==> src/dpcs_pkg.sv <==
package dpcs_pkg;

	// ----------------------------------------
	// Register indices (address bits [3:2])
	// ----------------------------------------
	localparam logic [1:0] DPCS_IDX_ID = 2'h0;
	localparam logic [1:0] DPCS_IDX_CSR_SCAN = 2'h1;
	localparam logic [1:0] DPCS_IDX_CSR_SERIAL = 2'h0;
	localparam logic [1:0] DPCS_IDX_SELECT = 2'h2;
	localparam logic [1:0] DPCS_IDX_READ_BUFFER = 2'h3;
	localparam logic [3:0] DPCS_BANK_CSR = 4'h0;

	// ----------------------------------------
	// Control/status field positions
	// ----------------------------------------
	localparam int DPCS_SYS_ACK_BIT = 31;
	localparam int DPCS_SYS_REQ_BIT = 30;
	localparam int DPCS_DBG_ACK_BIT = 29;
	localparam int DPCS_DBG_REQ_BIT = 28;
	localparam int DPCS_RST_ACK_BIT = 27;
	localparam int DPCS_RST_REQ_BIT = 26;
	localparam int DPCS_TRN_CNT_LSB = 12;
	localparam int DPCS_MASK_LSB = 8;
	localparam int DPCS_WDATA_ERR_BIT = 7;
	localparam int DPCS_READ_OK_BIT = 6;
	localparam int DPCS_STICKY_ERR_BIT = 5;
	localparam int DPCS_STICKY_CMP_BIT = 4;
	localparam int DPCS_TRN_MODE_LSB = 2;
	localparam int DPCS_STICKY_ORUN_BIT = 1;
	localparam int DPCS_ORUN_EN_BIT = 0;

	// ----------------------------------------
	// Select field positions
	// ----------------------------------------
	localparam int DPCS_AP_SEL_LSB = 24;
	localparam int DPCS_AP_BANK_LSB = 4;
	localparam int DPCS_DP_BANK_LSB = 0;

	// ----------------------------------------
	// Reset values
	// ----------------------------------------
	localparam logic [11:0] DPCS_TRN_CNT_RST = 12'h000;
	localparam logic [3:0] DPCS_MASK_RST = 4'h0;
	localparam logic [1:0] DPCS_TRN_MODE_RST = 2'h0;
	localparam logic [7:0] DPCS_AP_SEL_RST = 8'h00;
	localparam logic [3:0] DPCS_AP_BANK_RST = 4'h0;
	localparam logic [3:0] DPCS_DP_BANK_RST = 4'h0;
	localparam logic [31:0] DPCS_LAST_READ_RST = 32'h0000_0000;

	// ----------------------------------------
	// Types
	// ----------------------------------------
	typedef struct packed {
		logic link_clk;
		logic valid;
		logic write;
		logic ap_access;
		logic [1:0] index;
		logic [31:0] wdata;
		logic dp_access_ir;
	} dpcs_link_s;

	typedef struct packed {
		logic system_power_ack;
		logic debug_power_ack;
		logic debug_reset_ack;
	} dpcs_ack_s;

endpackage

==> src/dpcs_top.sv <==
// Notes on behaviour
// RULE1 - Power-up and debug-reset request bits reset to 0, acknowledges sit one bit above.
// RULE2 - Twelve-bit transaction counter is writable; debugger must load it before use.
// RULE3 - Four-bit byte-lane mask is writable and excludes bytes in pushed compares.
// RULE4 - Serial variant sets write-data-error on parity or framing fault in write data.
// RULE5 - Write-data-error also sets when an accepted write is dropped before the access port.
// RULE6 - Write-data-error resets to 0 and clears only through the abort clear field.
// RULE7 - Scan variant reads write-data-error and read-OK positions as zero.
// RULE8 - Serial read-OK shows whether the last access port or buffer read was OK.
// RULE9 - Sticky error sets when an access port transaction returns an error.
// RULE10 - Scan variant clears sticky flags by writing 1; serial clears via abort fields.
// RULE11 - Sticky compare sets when a pushed compare or verify finds a match.
// RULE12 - Two-bit transfer mode field is writable and steers access port operations.
// RULE13 - Sticky overrun sets on overrun only while overrun detection is enabled.
// RULE14 - Overrun detection enable bit is writable and resets to 0.
// RULE15 - Powerup reset drives the sticky error flag low.
// RULE16 - Select register picks access port, its four-word window and serial bank.
// RULE17 - Scan variant: select is read-write at 0x8 under the port access instruction.
// RULE18 - Serial variant: select is write-only at 0b10 whatever the bank selection.
// RULE19 - Serial variant: control/status reachable only while bank selection is zero.
// RULE20 - Serial read buffer returns last access port read with no new transaction.
// RULE21 - Request bits drive the system controller; its acknowledges show in status.
module dpcs_top #(
	parameter bit SERIAL_VARIANT = 1'b1
) (
	input wire logic clk_sys_in, // System clock, 20 MHz
	input wire logic sys_rst_in, // Powerup reset, synchronous, active high
	input wire logic link_clk_in, // Debugger link clock, sampled
	input wire logic link_valid_in, // Register access present
	input wire logic link_write_in, // 1 write, 0 read
	input wire logic access_or_port_flag_in, // 1 access port, 0 debug port
	input wire logic [1:0] link_index_in, // Register index, address bits [3:2]
	input wire logic [31:0] link_wdata_in, // Write data
	input wire logic port_access_instruction_in, // Scan instruction register holds port access
	input wire logic system_power_ack_in, // Acknowledge from system controller
	input wire logic debug_power_ack_in, // Acknowledge from system controller
	input wire logic debug_reset_ack_in, // Acknowledge from system controller
	input wire logic ap_resp_valid_in, // Access port transaction finished
	input wire logic ap_resp_read_in, // Finished transaction was a read
	input wire logic ap_resp_error_in, // Finished transaction returned an error
	input wire logic [31:0] ap_resp_rdata_in, // Read data of finished transaction
	input wire logic compare_match_in, // Pushed compare or verify matched
	input wire logic overrun_in, // Overrun seen by the link
	input wire logic wdata_fault_in, // Parity or framing fault in write data phase
	input wire logic write_dropped_in, // Accepted write discarded before access port
	input wire logic abort_write_error_clear_in, // Abort clear, write-data-error
	input wire logic abort_sticky_error_clear_in, // Abort clear, sticky error
	input wire logic abort_sticky_compare_clear_in, // Abort clear, sticky compare
	input wire logic abort_overrun_clear_in, // Abort clear, sticky overrun
	output logic system_power_req_out, // Request to system controller
	output logic debug_power_req_out, // Request to system controller
	output logic debug_reset_req_out, // Request to system controller
	output logic [11:0] transaction_counter_out, // Transaction counter
	output logic [3:0] byte_lane_mask_out, // Byte-lane mask
	output logic [1:0] transfer_mode_out, // Transfer mode
	output logic overrun_detect_enable_out, // Overrun detection enabled
	output logic [7:0] ap_select_out, // Current access port
	output logic [3:0] ap_bank_out, // Access port register window
	output logic [3:0] port_bank_select_out, // Debug port register bank
	output logic resp_valid_out, // Read or write answered, one cycle
	output logic [31:0] resp_rdata_out // Read data, held until next read answer
);

	// ----------------------------------------
	// Synchronisers
	// ----------------------------------------
	dpcs_pkg::dpcs_link_s link_meta_reg;
	dpcs_pkg::dpcs_link_s link_sync_reg;
	logic link_clk_prev_reg;
	dpcs_pkg::dpcs_ack_s ack_meta_reg;
	dpcs_pkg::dpcs_ack_s ack_sync_reg;
	dpcs_pkg::dpcs_link_s link_raw;

	assign link_raw = '{link_clk: link_clk_in, valid: link_valid_in, write: link_write_in,
		ap_access: access_or_port_flag_in, index: link_index_in, wdata: link_wdata_in,
		dp_access_ir: port_access_instruction_in};

	always_ff @(posedge clk_sys_in) begin
		if (sys_rst_in) begin
			link_meta_reg <= '0;
			link_sync_reg <= '0;
			link_clk_prev_reg <= 1'b0;
		end else begin
			link_meta_reg <= link_raw;
			link_sync_reg <= link_meta_reg;
			link_clk_prev_reg <= link_sync_reg.link_clk;
		end
	end

	always_ff @(posedge clk_sys_in) begin
		if (sys_rst_in) begin
			ack_meta_reg <= '0;
			ack_sync_reg <= '0;
		end else begin
			ack_meta_reg <= '{system_power_ack: system_power_ack_in,
				debug_power_ack: debug_power_ack_in, debug_reset_ack: debug_reset_ack_in};
			ack_sync_reg <= ack_meta_reg;
		end
	end

	// ----------------------------------------
	// Access decode
	// ----------------------------------------
	logic link_edge;
	logic take;
	logic wr_take;
	logic rd_take;
	logic csr_hit;
	logic select_hit;
	logic rdbuf_hit;

	// Rising edge of the link clock carries one register access
	assign link_edge = link_sync_reg.link_clk & ~link_clk_prev_reg;
	assign take = link_edge & link_sync_reg.valid & ~link_sync_reg.ap_access;
	assign wr_take = take & link_sync_reg.write;
	assign rd_take = take & ~link_sync_reg.write;

	function automatic logic dpcs_hit(input logic [1:0] index, input logic [1:0] want,
		input logic serial_only, input logic scan_only, input logic ir_ok);
		logic ok;
		ok = (index == want);
		if (serial_only && !SERIAL_VARIANT) begin
			ok = 1'b0;
		end else if (scan_only && SERIAL_VARIANT) begin
			ok = 1'b0;
		end else if (!SERIAL_VARIANT && !ir_ok) begin
			ok = 1'b0;
		end
		return ok;
	endfunction

	always_comb begin
		if (SERIAL_VARIANT) begin
			csr_hit = dpcs_hit(link_sync_reg.index, dpcs_pkg::DPCS_IDX_CSR_SERIAL, 1'b1, 1'b0,
				1'b1) && (port_bank_select_out == dpcs_pkg::DPCS_BANK_CSR); // RULE19
		end else begin
			csr_hit = dpcs_hit(link_sync_reg.index, dpcs_pkg::DPCS_IDX_CSR_SCAN, 1'b0, 1'b1,
				link_sync_reg.dp_access_ir);
		end
	end

	// Select: any bank on the serial side, instruction-gated on the scan side
	assign select_hit = dpcs_hit(link_sync_reg.index, dpcs_pkg::DPCS_IDX_SELECT, 1'b0, 1'b0,
		link_sync_reg.dp_access_ir); // RULE17 RULE18
	assign rdbuf_hit = dpcs_hit(link_sync_reg.index, dpcs_pkg::DPCS_IDX_READ_BUFFER, 1'b1, 1'b0,
		1'b1);

	logic csr_wr;
	logic scan_w1c;
	assign csr_wr = wr_take & csr_hit;
	assign scan_w1c = csr_wr & ~SERIAL_VARIANT;

	// ----------------------------------------
	// Power and reset requests
	// ----------------------------------------
	always_ff @(posedge clk_sys_in) begin
		if (sys_rst_in) begin
			system_power_req_out <= 1'b0; // RULE1
			debug_power_req_out <= 1'b0; // RULE1
			debug_reset_req_out <= 1'b0; // RULE1
		end else if (csr_wr) begin
			system_power_req_out <= link_sync_reg.wdata[dpcs_pkg::DPCS_SYS_REQ_BIT]; // RULE21
			debug_power_req_out <= link_sync_reg.wdata[dpcs_pkg::DPCS_DBG_REQ_BIT]; // RULE21
			debug_reset_req_out <= link_sync_reg.wdata[dpcs_pkg::DPCS_RST_REQ_BIT]; // RULE21
		end
	end

	// ----------------------------------------
	// Control fields
	// ----------------------------------------
	always_ff @(posedge clk_sys_in) begin
		if (sys_rst_in) begin
			transaction_counter_out <= dpcs_pkg::DPCS_TRN_CNT_RST;
			byte_lane_mask_out <= dpcs_pkg::DPCS_MASK_RST;
			transfer_mode_out <= dpcs_pkg::DPCS_TRN_MODE_RST;
			overrun_detect_enable_out <= 1'b0; // RULE14
		end else if (csr_wr) begin
			transaction_counter_out <=
				link_sync_reg.wdata[dpcs_pkg::DPCS_TRN_CNT_LSB +: 12]; // RULE2
			byte_lane_mask_out <= link_sync_reg.wdata[dpcs_pkg::DPCS_MASK_LSB +: 4]; // RULE3
			transfer_mode_out <= link_sync_reg.wdata[dpcs_pkg::DPCS_TRN_MODE_LSB +: 2]; // RULE12
			overrun_detect_enable_out <= link_sync_reg.wdata[dpcs_pkg::DPCS_ORUN_EN_BIT]; // RULE14
		end
	end

	// ----------------------------------------
	// Select register
	// ----------------------------------------
	always_ff @(posedge clk_sys_in) begin
		if (sys_rst_in) begin
			ap_select_out <= dpcs_pkg::DPCS_AP_SEL_RST;
			ap_bank_out <= dpcs_pkg::DPCS_AP_BANK_RST;
			port_bank_select_out <= dpcs_pkg::DPCS_DP_BANK_RST;
		end else if (wr_take && select_hit) begin
			ap_select_out <= link_sync_reg.wdata[dpcs_pkg::DPCS_AP_SEL_LSB +: 8]; // RULE16
			ap_bank_out <= link_sync_reg.wdata[dpcs_pkg::DPCS_AP_BANK_LSB +: 4]; // RULE16
			// Bank field exists only on the serial side
			port_bank_select_out <= SERIAL_VARIANT ?
				link_sync_reg.wdata[dpcs_pkg::DPCS_DP_BANK_LSB +: 4] :
				dpcs_pkg::DPCS_DP_BANK_RST; // RULE16
		end
	end

	// ----------------------------------------
	// Sticky flags (set wins over clear)
	// ----------------------------------------
	logic sticky_error_reg;
	logic sticky_compare_reg;
	logic sticky_overrun_reg;
	logic write_data_error_reg;
	logic read_ok_flag_reg;
	logic clr_err;
	logic clr_cmp;
	logic clr_orun;

	always_comb begin
		if (SERIAL_VARIANT) begin
			clr_err = abort_sticky_error_clear_in; // RULE10
			clr_cmp = abort_sticky_compare_clear_in; // RULE10
			clr_orun = abort_overrun_clear_in; // RULE10
		end else begin
			clr_err = scan_w1c & link_sync_reg.wdata[dpcs_pkg::DPCS_STICKY_ERR_BIT]; // RULE10
			clr_cmp = scan_w1c & link_sync_reg.wdata[dpcs_pkg::DPCS_STICKY_CMP_BIT]; // RULE10
			clr_orun = scan_w1c & link_sync_reg.wdata[dpcs_pkg::DPCS_STICKY_ORUN_BIT]; // RULE10
		end
	end

	always_ff @(posedge clk_sys_in) begin
		if (sys_rst_in) begin
			sticky_error_reg <= 1'b0; // RULE15
		end else if (ap_resp_valid_in && ap_resp_error_in) begin
			sticky_error_reg <= 1'b1; // RULE9
		end else if (clr_err) begin
			sticky_error_reg <= 1'b0;
		end
	end

	always_ff @(posedge clk_sys_in) begin
		if (sys_rst_in) begin
			sticky_compare_reg <= 1'b0;
		end else if (compare_match_in) begin
			sticky_compare_reg <= 1'b1; // RULE11
		end else if (clr_cmp) begin
			sticky_compare_reg <= 1'b0;
		end
	end

	always_ff @(posedge clk_sys_in) begin
		if (sys_rst_in) begin
			sticky_overrun_reg <= 1'b0;
		end else if (overrun_in && overrun_detect_enable_out) begin
			sticky_overrun_reg <= 1'b1; // RULE13
		end else if (clr_orun) begin
			sticky_overrun_reg <= 1'b0;
		end
	end

	always_ff @(posedge clk_sys_in) begin
		if (sys_rst_in) begin
			write_data_error_reg <= 1'b0; // RULE6
		end else if (SERIAL_VARIANT && wdata_fault_in) begin
			write_data_error_reg <= 1'b1; // RULE4
		end else if (SERIAL_VARIANT && write_dropped_in) begin
			write_data_error_reg <= 1'b1; // RULE5
		end else if (abort_write_error_clear_in) begin
			write_data_error_reg <= 1'b0; // RULE6
		end
	end

	// ----------------------------------------
	// Read buffer and read-OK
	// ----------------------------------------
	logic [31:0] last_read_reg;
	logic last_read_ok_reg;

	always_ff @(posedge clk_sys_in) begin
		if (sys_rst_in) begin
			last_read_reg <= dpcs_pkg::DPCS_LAST_READ_RST;
			last_read_ok_reg <= 1'b0;
		end else if (ap_resp_valid_in && ap_resp_read_in) begin
			last_read_reg <= ap_resp_rdata_in; // RULE20
			last_read_ok_reg <= ~ap_resp_error_in;
		end
	end

	always_ff @(posedge clk_sys_in) begin
		if (sys_rst_in) begin
			read_ok_flag_reg <= 1'b0; // RULE8
		end else if (SERIAL_VARIANT && ap_resp_valid_in && ap_resp_read_in) begin
			read_ok_flag_reg <= ~ap_resp_error_in; // RULE8
		end else if (rd_take && rdbuf_hit) begin
			read_ok_flag_reg <= last_read_ok_reg; // RULE8
		end
	end

	// ----------------------------------------
	// Read data
	// ----------------------------------------
	logic [31:0] csr_value;
	logic [31:0] rdata_next;

	always_comb begin
		csr_value = '0;
		csr_value[dpcs_pkg::DPCS_SYS_ACK_BIT] = ack_sync_reg.system_power_ack; // RULE21
		csr_value[dpcs_pkg::DPCS_SYS_REQ_BIT] = system_power_req_out;
		csr_value[dpcs_pkg::DPCS_DBG_ACK_BIT] = ack_sync_reg.debug_power_ack; // RULE21
		csr_value[dpcs_pkg::DPCS_DBG_REQ_BIT] = debug_power_req_out;
		csr_value[dpcs_pkg::DPCS_RST_ACK_BIT] = ack_sync_reg.debug_reset_ack; // RULE21
		csr_value[dpcs_pkg::DPCS_RST_REQ_BIT] = debug_reset_req_out;
		csr_value[dpcs_pkg::DPCS_TRN_CNT_LSB +: 12] = transaction_counter_out;
		csr_value[dpcs_pkg::DPCS_MASK_LSB +: 4] = byte_lane_mask_out;
		// Scan side leaves these two positions at zero
		csr_value[dpcs_pkg::DPCS_WDATA_ERR_BIT] = SERIAL_VARIANT & write_data_error_reg; // RULE7
		csr_value[dpcs_pkg::DPCS_READ_OK_BIT] = SERIAL_VARIANT & read_ok_flag_reg; // RULE7
		csr_value[dpcs_pkg::DPCS_STICKY_ERR_BIT] = sticky_error_reg;
		csr_value[dpcs_pkg::DPCS_STICKY_CMP_BIT] = sticky_compare_reg;
		csr_value[dpcs_pkg::DPCS_TRN_MODE_LSB +: 2] = transfer_mode_out;
		csr_value[dpcs_pkg::DPCS_STICKY_ORUN_BIT] = sticky_overrun_reg;
		csr_value[dpcs_pkg::DPCS_ORUN_EN_BIT] = overrun_detect_enable_out;
	end

	always_comb begin
		rdata_next = '0;
		if (csr_hit) begin
			rdata_next = csr_value;
		end else if (select_hit && !SERIAL_VARIANT) begin
			rdata_next[dpcs_pkg::DPCS_AP_SEL_LSB +: 8] = ap_select_out; // RULE17
			rdata_next[dpcs_pkg::DPCS_AP_BANK_LSB +: 4] = ap_bank_out; // RULE17
		end else if (rdbuf_hit) begin
			rdata_next = last_read_reg; // RULE20
		end
	end

	always_ff @(posedge clk_sys_in) begin
		if (sys_rst_in) begin
			resp_valid_out <= 1'b0;
			resp_rdata_out <= '0;
		end else begin
			resp_valid_out <= take;
			if (rd_take) begin
				resp_rdata_out <= rdata_next;
			end
		end
	end

endmodule

==> config.mk <==
export PLATFORM = sky130hd
export DESIGN_NAME = dpcs_top
export DESIGN_NICKNAME = d
export VERILOG_FILES = /design/src/dpcs_pkg.sv /design/src/dpcs_top.sv
export SDC_FILE = /design/constraint.sdc
export NUM_CORES = 1
export LEC_CHECK = 0
export ABC_CLOCK_PERIOD_IN_PS = 4000
export BUFFER_PORTS_ARGS = -buffer_cell sky130_fd_sc_hd__buf_2
export CAP_MARGIN = 20
export CORE_MARGIN = 1
export CORE_UTILIZATION = 48
export CTS_BUF_LIST = sky130_fd_sc_hd__clkbuf_8
export DETAILED_ROUTE_END_ITERATION = 10
export PLACE_DENSITY = 0.73
export SKIP_LAST_GASP = 1
export SYNTH_ARGS = -nofsm -noshare
export SYNTH_HDL_FRONTEND = slang
export SYNTH_SLANG_ARGS = --single-unit
==> constraint.sdc <==
create_clock -name clk_sys_in -period 4 [get_ports clk_sys_in]
set_input_delay 1.2 -clock clk_sys_in [delete_from_list [all_inputs] [get_ports clk_sys_in]]
set_output_delay 1.2 -clock clk_sys_in [all_outputs]
set_load 0.005 [all_outputs]
==> results of run 1 <==
## routing by layer
metal  global-route usage, %  up-vias  wire length (µm)
met5                       0        -                 0
met3                    5.85       22              1110
li1                        -     2502                 -
met2                    32.2      207              6700
met1                    26.3     2345              6410
met4                    9.57        0               290
## worst max path at each step
| stage | startpoint | to | slack, ps |
|---|---|---|---|
| after CTS | port_bank_select_out[3] | transaction_counter_out[4] | 1590 |
| after global routing | overrun_detect_enable_out | overrun_detect_enable_out | 1640 |
| after floorplan | sys_rst_in | resp_rdata_out[10] | 1750 |
| final | overrun_detect_enable_out | overrun_detect_enable_out | 1730 |
| after global placement | sys_rst_in | transaction_counter_out[7] | 1500 |
| after detailed placement | ap_resp_valid_in | last_read_reg[24] | 1410 |
## cell families (layout without fill, tap and decap cells)
| logic type | count (synthesis) | after routing | synth area share [%] |
|---|---|---|---|
| AO/OA/AOI/OAI | 134 | 134 | 12.9 |
| AND/OR/NAND/NOR | 241 | 241 | 20.5 |
| flip-flops | 192 | 192 | 57.1 |
| buffers and inverters | 57 | 201 | 3.81 |
| multiplexers | 38 | 38 | 5.65 |
## cells in the final DEF, fill, tap and decap left out, types with 19 or more instances in the layout
cell type / instances
a32oi_1: 30
nand2b_1: 73
mux2i_1: 38
clkbuf_8: 19
nand2_1: 67
buf_2: 155
a21oi_1: 68
nor2b_1: 83
dfxtp_1: 192
a211oi_1: 31
## power by group
| part | internal [W] | switching (W) | leakage (nW) | total [W] |
|---|---|---|---|---|
| Sequential | 0.00197 | 0.0000218 | 1.57 | 0.00199 |
| Combinational | 0.0000915 | 0.0000973 | 1.43 | 0.000189 |
| Clock | 0.000831 | 0.000633 | 0.241 | 0.00146 |
## cell usage after synthesis (all sizes together), types with 2 or more instances
cell type and count:
nand2b 73, nor2 6, nand2 67, a32oi 30, a21oi 68, nand4 3, mux2i 38, nor2b 83
and2 2, clkbuf 38, a211oi 31, buf 17, o21ai 3, dfxtp 192, inv 2
## final cells by class
class	count	area [µm²]	share of cell area, %
multi-input cells	413	2640	32.5
repair buffers	168	937	11.5
well taps	176	220	2.71
clock inverters	12	213	2.62
flip-flops and latches	192	3840	47.3
inverters	2	7.51	0.0924
clock buffers	19	262	3.22
## stage by stage
stage	total power (W)	utilization [%]	hold slack, ps
after floorplan	0.00215	-	414
after global placement	0.00221	56.4	416
after detailed placement	0.00222	56.6	426
after CTS	0.00367	60.1	448
after global routing	0.00378	60.4	459
final	0.00364	60.4	435
==> metrics.md, run 1 <==
| Metric | Value |
|---|---|
| Status | finished clean |
| Proportion of layout cells with a drive suffix above 1 | ~26% |
| Fin crit share | 56.9% |
| DRC | 0 |
| Die area | ~0.014 mm² |
| CP delay by family, top | flip-flops |
| Max-slew violations | 0 |
| Area contributors post-synth | dfxtp_1 57%, nor2b_1 7.7%, nand2b_1 6.8% |
| Period minus WS final | 2270 ps |
| CTS sink count | ~190 |
| Row count | 42 |
| Total global-route track usage | between 20% and 30% |
| LEAKAGE | 3.25 nW |
| Port-buffer cells | 156 |
| Diode count | 0 |
| CP cell instances | buf_2 |
| Clk root buf | clkbuf_8 |
| GRT Residual Overflow | 0 |
| FF-to-FF End | byte_lane_mask_out[3] |
| Hold_buf cts | 0 |
| Buf/Inv on CP | 1 |
| PostCTS Resize Cnt | 0 |
| Crit. End Element | output pin |
| Synth Instances | 662 |
| #FFs+latches synth | ~190 |
| Hold path depth | 1 |
| Reg2reg start | port_bank_select_out[3] |
| Clk slew on worst S/H paths | 90 ps |
| Setup TNS | 0 ps |
| First-pass DRT Iterations | 4 |
| Clock latency on the worst-skew pair | 460 ps |
| Worst min-delay path endpoint | link_sync_reg[22] |
| Clk buf depth | 2 |
| CP Depth | 1 |
| TritonCTS Buffers | 17 |
| Num ports | 158 |
| Area of the core | 0.0135 mm² |
| Slowest stage delay, CP | 460 ps |
| Worst Path Required | 2800 ps |
| Dpl cell area | 0.00761 mm² |
| Hold Path Class | reg -> reg |
| Maximum Capacitance Violations | 0 |
| Crit path max-delay cell type | dfxtp_1 |
| Detailed-route wire length per cell | 14.8 µm |
| RSZ-0062 raised after global routing | no |
| Peak VDD IR | 0.000251 V |
| Final setup skew | 12.8 ps |
| Detailed-route via count | 5076 |
| Synthesis Warnings | 0 |
| Final Hold Fails | 0 |
| Seq/Total Area, Yosys | a little under three fifths |
| Flop2flop setup slack | 1850 ps |
| First-pass GRT wire length | ~23000 µm |
| Fillcell total | 1178 |
| Largest net degree at the start of global routing | 110 |
| Setup Fix Bufs, Post-CTS | 0 |
| CP Data Arrival Time | 1070 ps |
| Fmax | 440 MHz |
| Crit-path max FO | 4 |
| Post-Layout Cell Count | 982 |
| Via density | 5.17 |
| Antenna violations before repair | 0 |
| Worst-margin pin slew | 700 ps |
| Number of flops mapped to enable cells by yosys | 0 |
| Synth-to-Final Area Change | 20.8% |
| Share of the synthesized area in the top cell type | 57.1% |
| NumNets Final | 881 |
| CTS tree | yes |
| Placed insts | 949 |
| Design Area, Final | 0.00813 mm² |
| Final setup vio count | 0 |
| Final worst slack | 1730 ps |
| Vias in the first global route | 4762 |
| Post-DRT Antenna Nets | 0 |
| DR iter-0 viols | ~400 |
| Predominant post-synthesis flop cell | dfxtp_1 |
| DP HPWL | 9750 µm |
| Slew Limit Headroom | a little over half |
| Drt total wl | 14500 µm |
| Die X | between 100 and 150 µm |
| Power density cells | 448 mW/mm² |
| Type of origin of the critical path | flop |
| HP Start | link_meta_reg[22] |
| Die Height | 120 µm |
| Crit path kind | reg -> out |
| Mapped Avg Cell Area | 10.2 µm² |
| Yosys top cell by area | dfxtp_1 |
| H-tree levels | 4 |
| Share of flip-flops with an asynchronous set or reset | 0% |
| Dpl ws | 1410 ps |
| Worst R2R Path Depth | 5 |
| Post-synth net total | approximately 750 |
| Netlist Area Pre-Place | 0.00673 mm² |
| Cell variety after synth | 29 |
| GPL Wtd Cong | about 0.78 |
| Initial Utilization | 50.0% |
(Power assumes the default switching activity.)
==> inputs of run 2 (changes only) <==
--- a/config.mk
+++ b/config.mk
@@ -5,7 +5,7 @@
 export SDC_FILE = /design/constraint.sdc
 export NUM_CORES = 1
 export LEC_CHECK = 0
-export ABC_CLOCK_PERIOD_IN_PS = 4000
+export ABC_CLOCK_PERIOD_IN_PS = 2250
 export BUFFER_PORTS_ARGS = -buffer_cell sky130_fd_sc_hd__buf_2
 export CAP_MARGIN = 20
 export CORE_MARGIN = 1
==> constraint.sdc (replaced) <==
create_clock -name clk_sys_in -period 2.25 [get_ports clk_sys_in]
set_input_delay 0.675 -clock clk_sys_in [delete_from_list [all_inputs] [get_ports clk_sys_in]]
set_output_delay 0.675 -clock clk_sys_in [all_outputs]
set_load 0.005 [all_outputs]
==> run 2 against run 1 <==
  * Via count down 0.45%
  * Critical path type unchanged
  * Largest power group unchanged
  * Global-route usage up 0.40 points
  * Final cell count up 1.0%
  * Utilization down 0.39 points
  * Critical path depth unchanged
  * Combinational power up 81%
  * Clock power up 46%
==> metrics.md, run 2 (synthesis results as in run 1) <==
| Metric | Value |
|---|---|
| Status | finished clean |
| CTS sink count | 192 |
| CTS tree | yes |
| Multi-input gate area | 0.00264 mm² |
| Sw Ratio | 22.1% |
| Hold Path Class | in -> reg |
| Die area | 0.0145 mm² |
| Hold_buf cts | 0 |
| H-tree levels | 4 |
| Vias in the first global route | 4959 |
| Drt total wl | 14600 µm |
| Crit-path max FO | 4 |
| Synth-to-Final Area Change | 20.0% |
| CP delay by family, top | flip-flops |
| Diode count | 0 |
| DR iter-0 viols | 375 |
| Fmax | 568 MHz |
| Final setup vio count | 0 |
| Clk slew on worst S/H paths | 90 ps |
| Clk root buf | clkbuf_8 |
| Gate power share | 5.7% |
| Period minus WS final | 1760 ps |
| Worst R2R Path Depth | 4 |
| Row count | 42 |
| P_int | around 0.0047 W |
| Post-DRT Antenna Nets | 0 |
| Setup TNS | 0 ps |
| First-pass DRT Iterations | 4 |
| Peak VDD IR | 0.000398 V |
| Setup crit end | overrun_detect_enable_out |
| DRC | 0 |
| GRT Residual Overflow | 0 |
| Type of origin of the critical path | flop |
| Crit path max-delay cell type | dfxtp_1 |
| Detailed-route via count | 5053 |
| Proportion of layout cells with a drive suffix above 1 | 26.2% |
| TritonCTS Buffers | 17 |
| Reg area | ~0.0038 mm² |
| FF-to-FF End | resp_rdata_out[13] |
| Fin crit share | 78.3% |
| Antenna violations before repair | 0 |
| Slew Limit Headroom | 60.5% |
| RSZ-0062 raised after global routing | no |
| Port-buffer cells | 156 |
| Commonest non-fill, non-tap cell in the layout | dfxtp_1 |
| Slowest stage delay, CP | 480 ps |
| Post-Layout Cell Count | between 900 and 1000 |
| Power density cells | 745 mW/mm² |
| CP Data Arrival Time | 1090 ps |
| Setup crit start | overrun_detect_enable_out |
| Clock latency on the worst-skew pair | 450 ps |
| Die Height | 120 µm |
| LEAKAGE | 3.24 nW |
| Most frequent cells in the layout | 192 x dfxtp_1, 155 x buf_2, 83 x nor2b_1 |
| Reg2reg start | link_sync_reg[33] |
| PostCTS Resize Cnt | 0 |
| Flop pwr share | 58.9% |
| Initial Utilization | 50.0% |
| Area of the core | 0.0135 mm² |
| GPL Wtd Cong | 0.797 |
| Largest net degree at the start of global routing | 65 |
| Switch Pwr | 0.00133 W |
| Placed insts | 960 |
| Final Hold Fails | 0 |
| Setup Fix Bufs, Post-CTS | 0 |
| Num ports | about 160 |
| CP cell instances | buf_2 |
| Final setup skew | 10.4 ps |
| Total global-route track usage | 21.0% |
| Max-slew violations | 0 |
| CP Depth | 1 |
| Clk buf depth | 2 |
| Worst-margin pin slew | 593 ps |
| Via density | about 5.1 |
| Crit path kind | reg -> out |
| Flop2flop setup slack | 550 ps |
| DP HPWL | 10200 µm |
| Clock power share | 35.4% |
| Buf/Inv on CP | 1 |
| Die X | 120 µm |
| Crit. End Element | output pin |
| Detailed-route wire length per cell | ~15 µm |
| Worst Path Required | 1570 ps |
| Maximum Capacitance Violations | 0 |
| NumNets Final | 890 |
| Fillcell total | about 1200 |
| First-pass GRT wire length | ~24000 µm |
-- run 2: cell types whose count changed in the layout (fill, tap and decap cells not counted), sizes merged --
cell,change
inv,+2
bufinv,-5
clkbuf,+3
buf,+9
clkinv,+1
-- run 2: worst min path at each step --
stage | depth (start not counted) | end | slack (ps) | start
2_1_floorplan | 1 | ack_sync_reg[0] | 410 | ack_meta_reg[0]
3_3_place_gp | 1 | link_sync_reg[28] | 420 | link_meta_reg[28]
3_5_place_dp | 1 | link_sync_reg[21] | 420 | link_meta_reg[21]
4_1_cts | 2 | link_meta_reg[32] | 400 | link_wdata_in[31]
5_1_grt | 2 | ack_meta_reg[1] | 400 | debug_power_ack_in
6_report | 2 | link_meta_reg[28] | 430 | link_wdata_in[27]
-- run 2: routing by layer --
layer / track usage [%] / part of all wire [%] / vias to the layer above
li1: - / - / 2533
met1: 26.3 / 44 / 2324
met2: 33.8 / 46 / 170
met3: 5.71 / 7.5 / 26
met4: 9.41 / 2.1 / 0
met5: 0 / 0 / -
-- run 2: power groups by stage --
stage	clock network (W)	registers, W	logic [W]
final	0.00213	0.00354	0.000342
after floorplan	0	0.00361	0.000207
after global routing	0.00235	0.00355	0.000379
after global placement	0	0.00362	0.000329
after detailed placement	0	0.00362	0.000342
after CTS	0.00219	0.00354	0.000343
-- run 2: final cells by class --
type | count | area share, %
inverters | 2 | 0.0930
flip-flops and latches | 192 | 47.6
multi-input cells | 413 | 32.7
clock buffers | 22 | 3.75
clock inverters | 10 | 1.07
well taps | 176 | 2.73
repair buffers | 177 | 12.0
-- run 2: through the flow --
stage	area, µm²	power [W]	hold WS (ps)	utilization, %	setup slack, ps
3_3_place_gp	7680	0.00395	417	57.1	615
6_report	8070	0.00601	430	60.0	488
4_1_cts	8070	0.00608	399	60.0	433
5_1_grt	8070	0.00628	403	60.0	426
3_5_place_dp	7680	0.00396	423	57.1	554
2_1_floorplan	6730	0.00382	414	-	521
==> inputs of run 3 (changes only) <==
--- a/config.mk
+++ b/config.mk
@@ -5,7 +5,8 @@
 export SDC_FILE = /design/constraint.sdc
 export NUM_CORES = 1
 export LEC_CHECK = 0
-export ABC_CLOCK_PERIOD_IN_PS = 2250
+export ABC_AREA = 1
+export ABC_CLOCK_PERIOD_IN_PS = 1630
 export BUFFER_PORTS_ARGS = -buffer_cell sky130_fd_sc_hd__buf_2
 export CAP_MARGIN = 20
 export CORE_MARGIN = 1
==> constraint.sdc (replaced) <==
create_clock -name clk_sys_in -period 1.63 [get_ports clk_sys_in]
set_input_delay 0.489 -clock clk_sys_in [delete_from_list [all_inputs] [get_ports clk_sys_in]]
set_output_delay 0.489 -clock clk_sys_in [all_outputs]
set_load 0.005 [all_outputs]
==> run 3 against run 2 <==
  * Non-clock buffer count fell by 7
  * Total power rose by 41%
  * Clock power is 45% higher
  * Hold slack got worse by 200 ps
  * Clock-buffer cell count down 2
  * Synthesized cell count is 29% higher
  * First-iteration DRC count is 34% higher
  * Synthesized area is 1.2% lower
  * Wire length fell by 3.9%
  * Via count up 6.1%
  * Sequential share of layout area is 0.33 points higher
  * Critical path type unchanged
==> metrics.md, run 3 <==
| Metric | Value |
|---|---|
| Final Hold Fails | 0 |
| Reg2reg start | port_bank_select_out[1] |
| Buf/Inv on CP | 1 |
| CTS tree | yes |
| Drt total wl | 14000 µm |
| H-tree levels | 4 |
| Clk root buf | clkbuf_8 |
| Hold_buf cts | 0 |
| First-pass GRT wire length | 23200 µm |
| Slew Limit Headroom | 64.2% |
| Die Height | 120 µm |
| Predominant post-synthesis flop cell | dfxtp_1 |
| Via density | 4.54 |
| Hold path depth | 3 |
| Hold Path Class | in -> reg |
| CTS sink count | between 150 and 200 |
| PostCTS Resize Cnt | 0 |
| Diode count | 0 |
| Antenna violations before repair | 0 |
| HP Start | link_wdata_in[30] |
| Period minus WS final | 1500 ps |
| Mapped Avg Cell Area | 7.77 µm² |
| Crit path max-delay cell type | dfxtp_1 |
| Die X | 120 µm |
| Clock latency on the worst-skew pair | 450 ps |
| Worst min-delay path endpoint | link_meta_reg[31] |
| Clk buf depth | 2 |
| Fin crit share | 92.1% |
| DRC | 0 |
| Final setup vio count | 0 |
| Commonest non-fill, non-tap cell in the layout | nor2_1 |
| Detailed-route wire length per cell | roughly 12 µm |
| Most frequent cells in the layout | 229 x nor2_1, 192 x dfxtp_1, 155 x buf_2 |
| Area of the core | 0.0134 mm² |
| TritonCTS Buffers | 17 |
| Synth Instances | between 800 and 900 |
| Placed insts | 1151 |
| Maximum Capacitance Violations | 0 |
| Detailed-route via count | approximately 5400 |
| Synthesis Warnings | 0 |
| CP cell instances | buf_2 |
| Post-synth net total | 943 |
| GPL Wtd Cong | 0.772 |
| GRT Residual Overflow | 0 |
| Peak VDD IR | 0.000719 V |
| Fmax | 666 MHz |
| Port-buffer cells | 156 |
| Seq/Total Area, Yosys | about 58% |
| #FFs+latches synth | 192 |
| Num ports | 158 |
| Share of flip-flops with an asynchronous set or reset | 0% |
| Number of flops mapped to enable cells by yosys | 0 |
| Synth cell count leaders | 229 x nor2_1, 192 x dfxtp_1, 134 x nand2_1, 95 x inv_1, 61 x o21ai_0 |
| CP delay by family, top | flip-flops |
| Worst-margin pin slew | 537 ps |
| Final Util | 59.8% |
| DR iter-0 viols | roughly 500 |
| Post-Layout Cell Count | 1181 |
| Crit path kind | reg -> out |
| LEAKAGE | ~3.8 nW |
| Worst Path Required | 1140 ps |
| Yosys top cell by area | dfxtp_1 |
| Flop2flop setup slack | roughly 250 ps |
| Synth-to-Final Area Change | 20.6% |
| Setup Fix Bufs, Post-CTS | 0 |
| Row count | 42 |
| Worst R2R Path Depth | 7 |
| Type of origin of the critical path | flop |
| Final setup skew | 11.1 ps |
| Cell variety after synth | 23 |
| FF-to-FF End | overrun_detect_enable_out |
| Netlist Area Pre-Place | about 0.0066 mm² |
| NumNets Final | between 1000 and 1500 |
| Clk slew on worst S/H paths | 100 ps |
| RSZ-0062 raised after global routing | no |
| Power density cells | approximately 1100 mW/mm² |
| Largest net degree at the start of global routing | 73 |
| First-pass DRT Iterations | 4 |
| Vias in the first global route | 4743 |
| Total global-route track usage | 20.7% |
| Proportion of layout cells with a drive suffix above 1 | about a fifth |
| Post-DRT Antenna Nets | 0 |
| Status | finished clean |
| Share of the synthesized area in the top cell type | 57.8% |
| Initial Utilization | 49.6% |
| Crit. End Element | output pin |
| DP HPWL | approximately 9400 µm |
| Die area | 0.0143 mm² |
| Crit-path max FO | 3 |
| Max-slew violations | 0 |
| Slowest stage delay, CP | 420 ps |
| Setup TNS | 0 ps |
| CP Data Arrival Time | roughly 1000 ps |
| Area contributors post-synth | dfxtp_1 58%, nor2_1 13%, nand2_1 7.6% |
| Most frequent cell after synthesis | nor2_1 |
run 3: changes by cell type after synthesis, moves of 9 or more:
cell / delta
a211oi_1: -31
nand4_1: +27
a32oi_1: -30
mux2i_1: -38
clkbuf_1: -18
nand2_1: +67
buf_2: +14
nor2b_1: -83
nor2_1: +223
a21oi_1: -31
inv_1: +94
o21ai_0: +58
nand2b_1: -73
o21ai_1: +9
run 3: kinds of logic (layout without fill, tap and decap cells):
logic type             count (synthesis)  after routing  share of synthesized area, %
flip-flops                           192            192                          57.8
AO/OA/AOI/OAI                        108            108                          8.17
AND/OR/NAND/NOR                      406            406                          24.8
buffers and inverters                150            299                          9.24
run 3: worst max path at each step:
stage,start,endpoint,slack (ps),depth (start not counted)
finish,transaction_counter_out[8],transaction_counter_out[8],130,1
global route,link_sync_reg[38],resp_rdata_out[23],70,7
CTS,transaction_counter_out[8],transaction_counter_out[8],100,1
detailed placement,port_bank_select_out[1],overrun_detect_enable_out,250,7
global placement,port_bank_select_out[1],overrun_detect_enable_out,280,7
floorplan,sys_rst_in,ack_meta_reg[2],320,4
run 3: metal layers:
layer | vias to the layer above | share of wire, % | track usage (%)
met4 | 0 | 2.0 | 7.27
met3 | 19 | 6.6 | 5.66
met1 | 2298 | 48 | 28.5
met2 | 151 | 44 | 31.0
met5 | - | 0 | 0
li1 | 2894 | - | -
run 3: final cells by class:
class,count,area [µm²]
fillers,1240,5380
clock inverters,10,126
repair buffers,170,988
clock buffers,20,275
well taps,176,220
flip-flops and latches,192,3840
inverters,99,373
multi-input cells,514,2190
run 3: stage by stage:
step | setup slack, ps | instance area, µm² | hold WS, ps | total power [W]
after floorplan | 321 | 6650 | 388 | 0.00528
after CTS | 98.7 | 8020 | 203 | 0.00855
after global routing | 66.1 | 8020 | 202 | 0.00884
final | 129 | 8020 | 229 | 0.00846
after global placement | 279 | 7610 | 388 | 0.00547
after detailed placement | 248 | 7610 | 392 | 0.00548
run 3: worst min-delay path, stage by stage:
cell    delay [ps]
buf_2           70
inv_1           30
nor2_1          60
run 3: report_power, final:
group          switching (W)  total, W  internal (W)
Combinational       0.000271  0.000473      0.000202
Sequential         0.0000534   0.00490       0.00484
Clock                0.00160   0.00309       0.00149
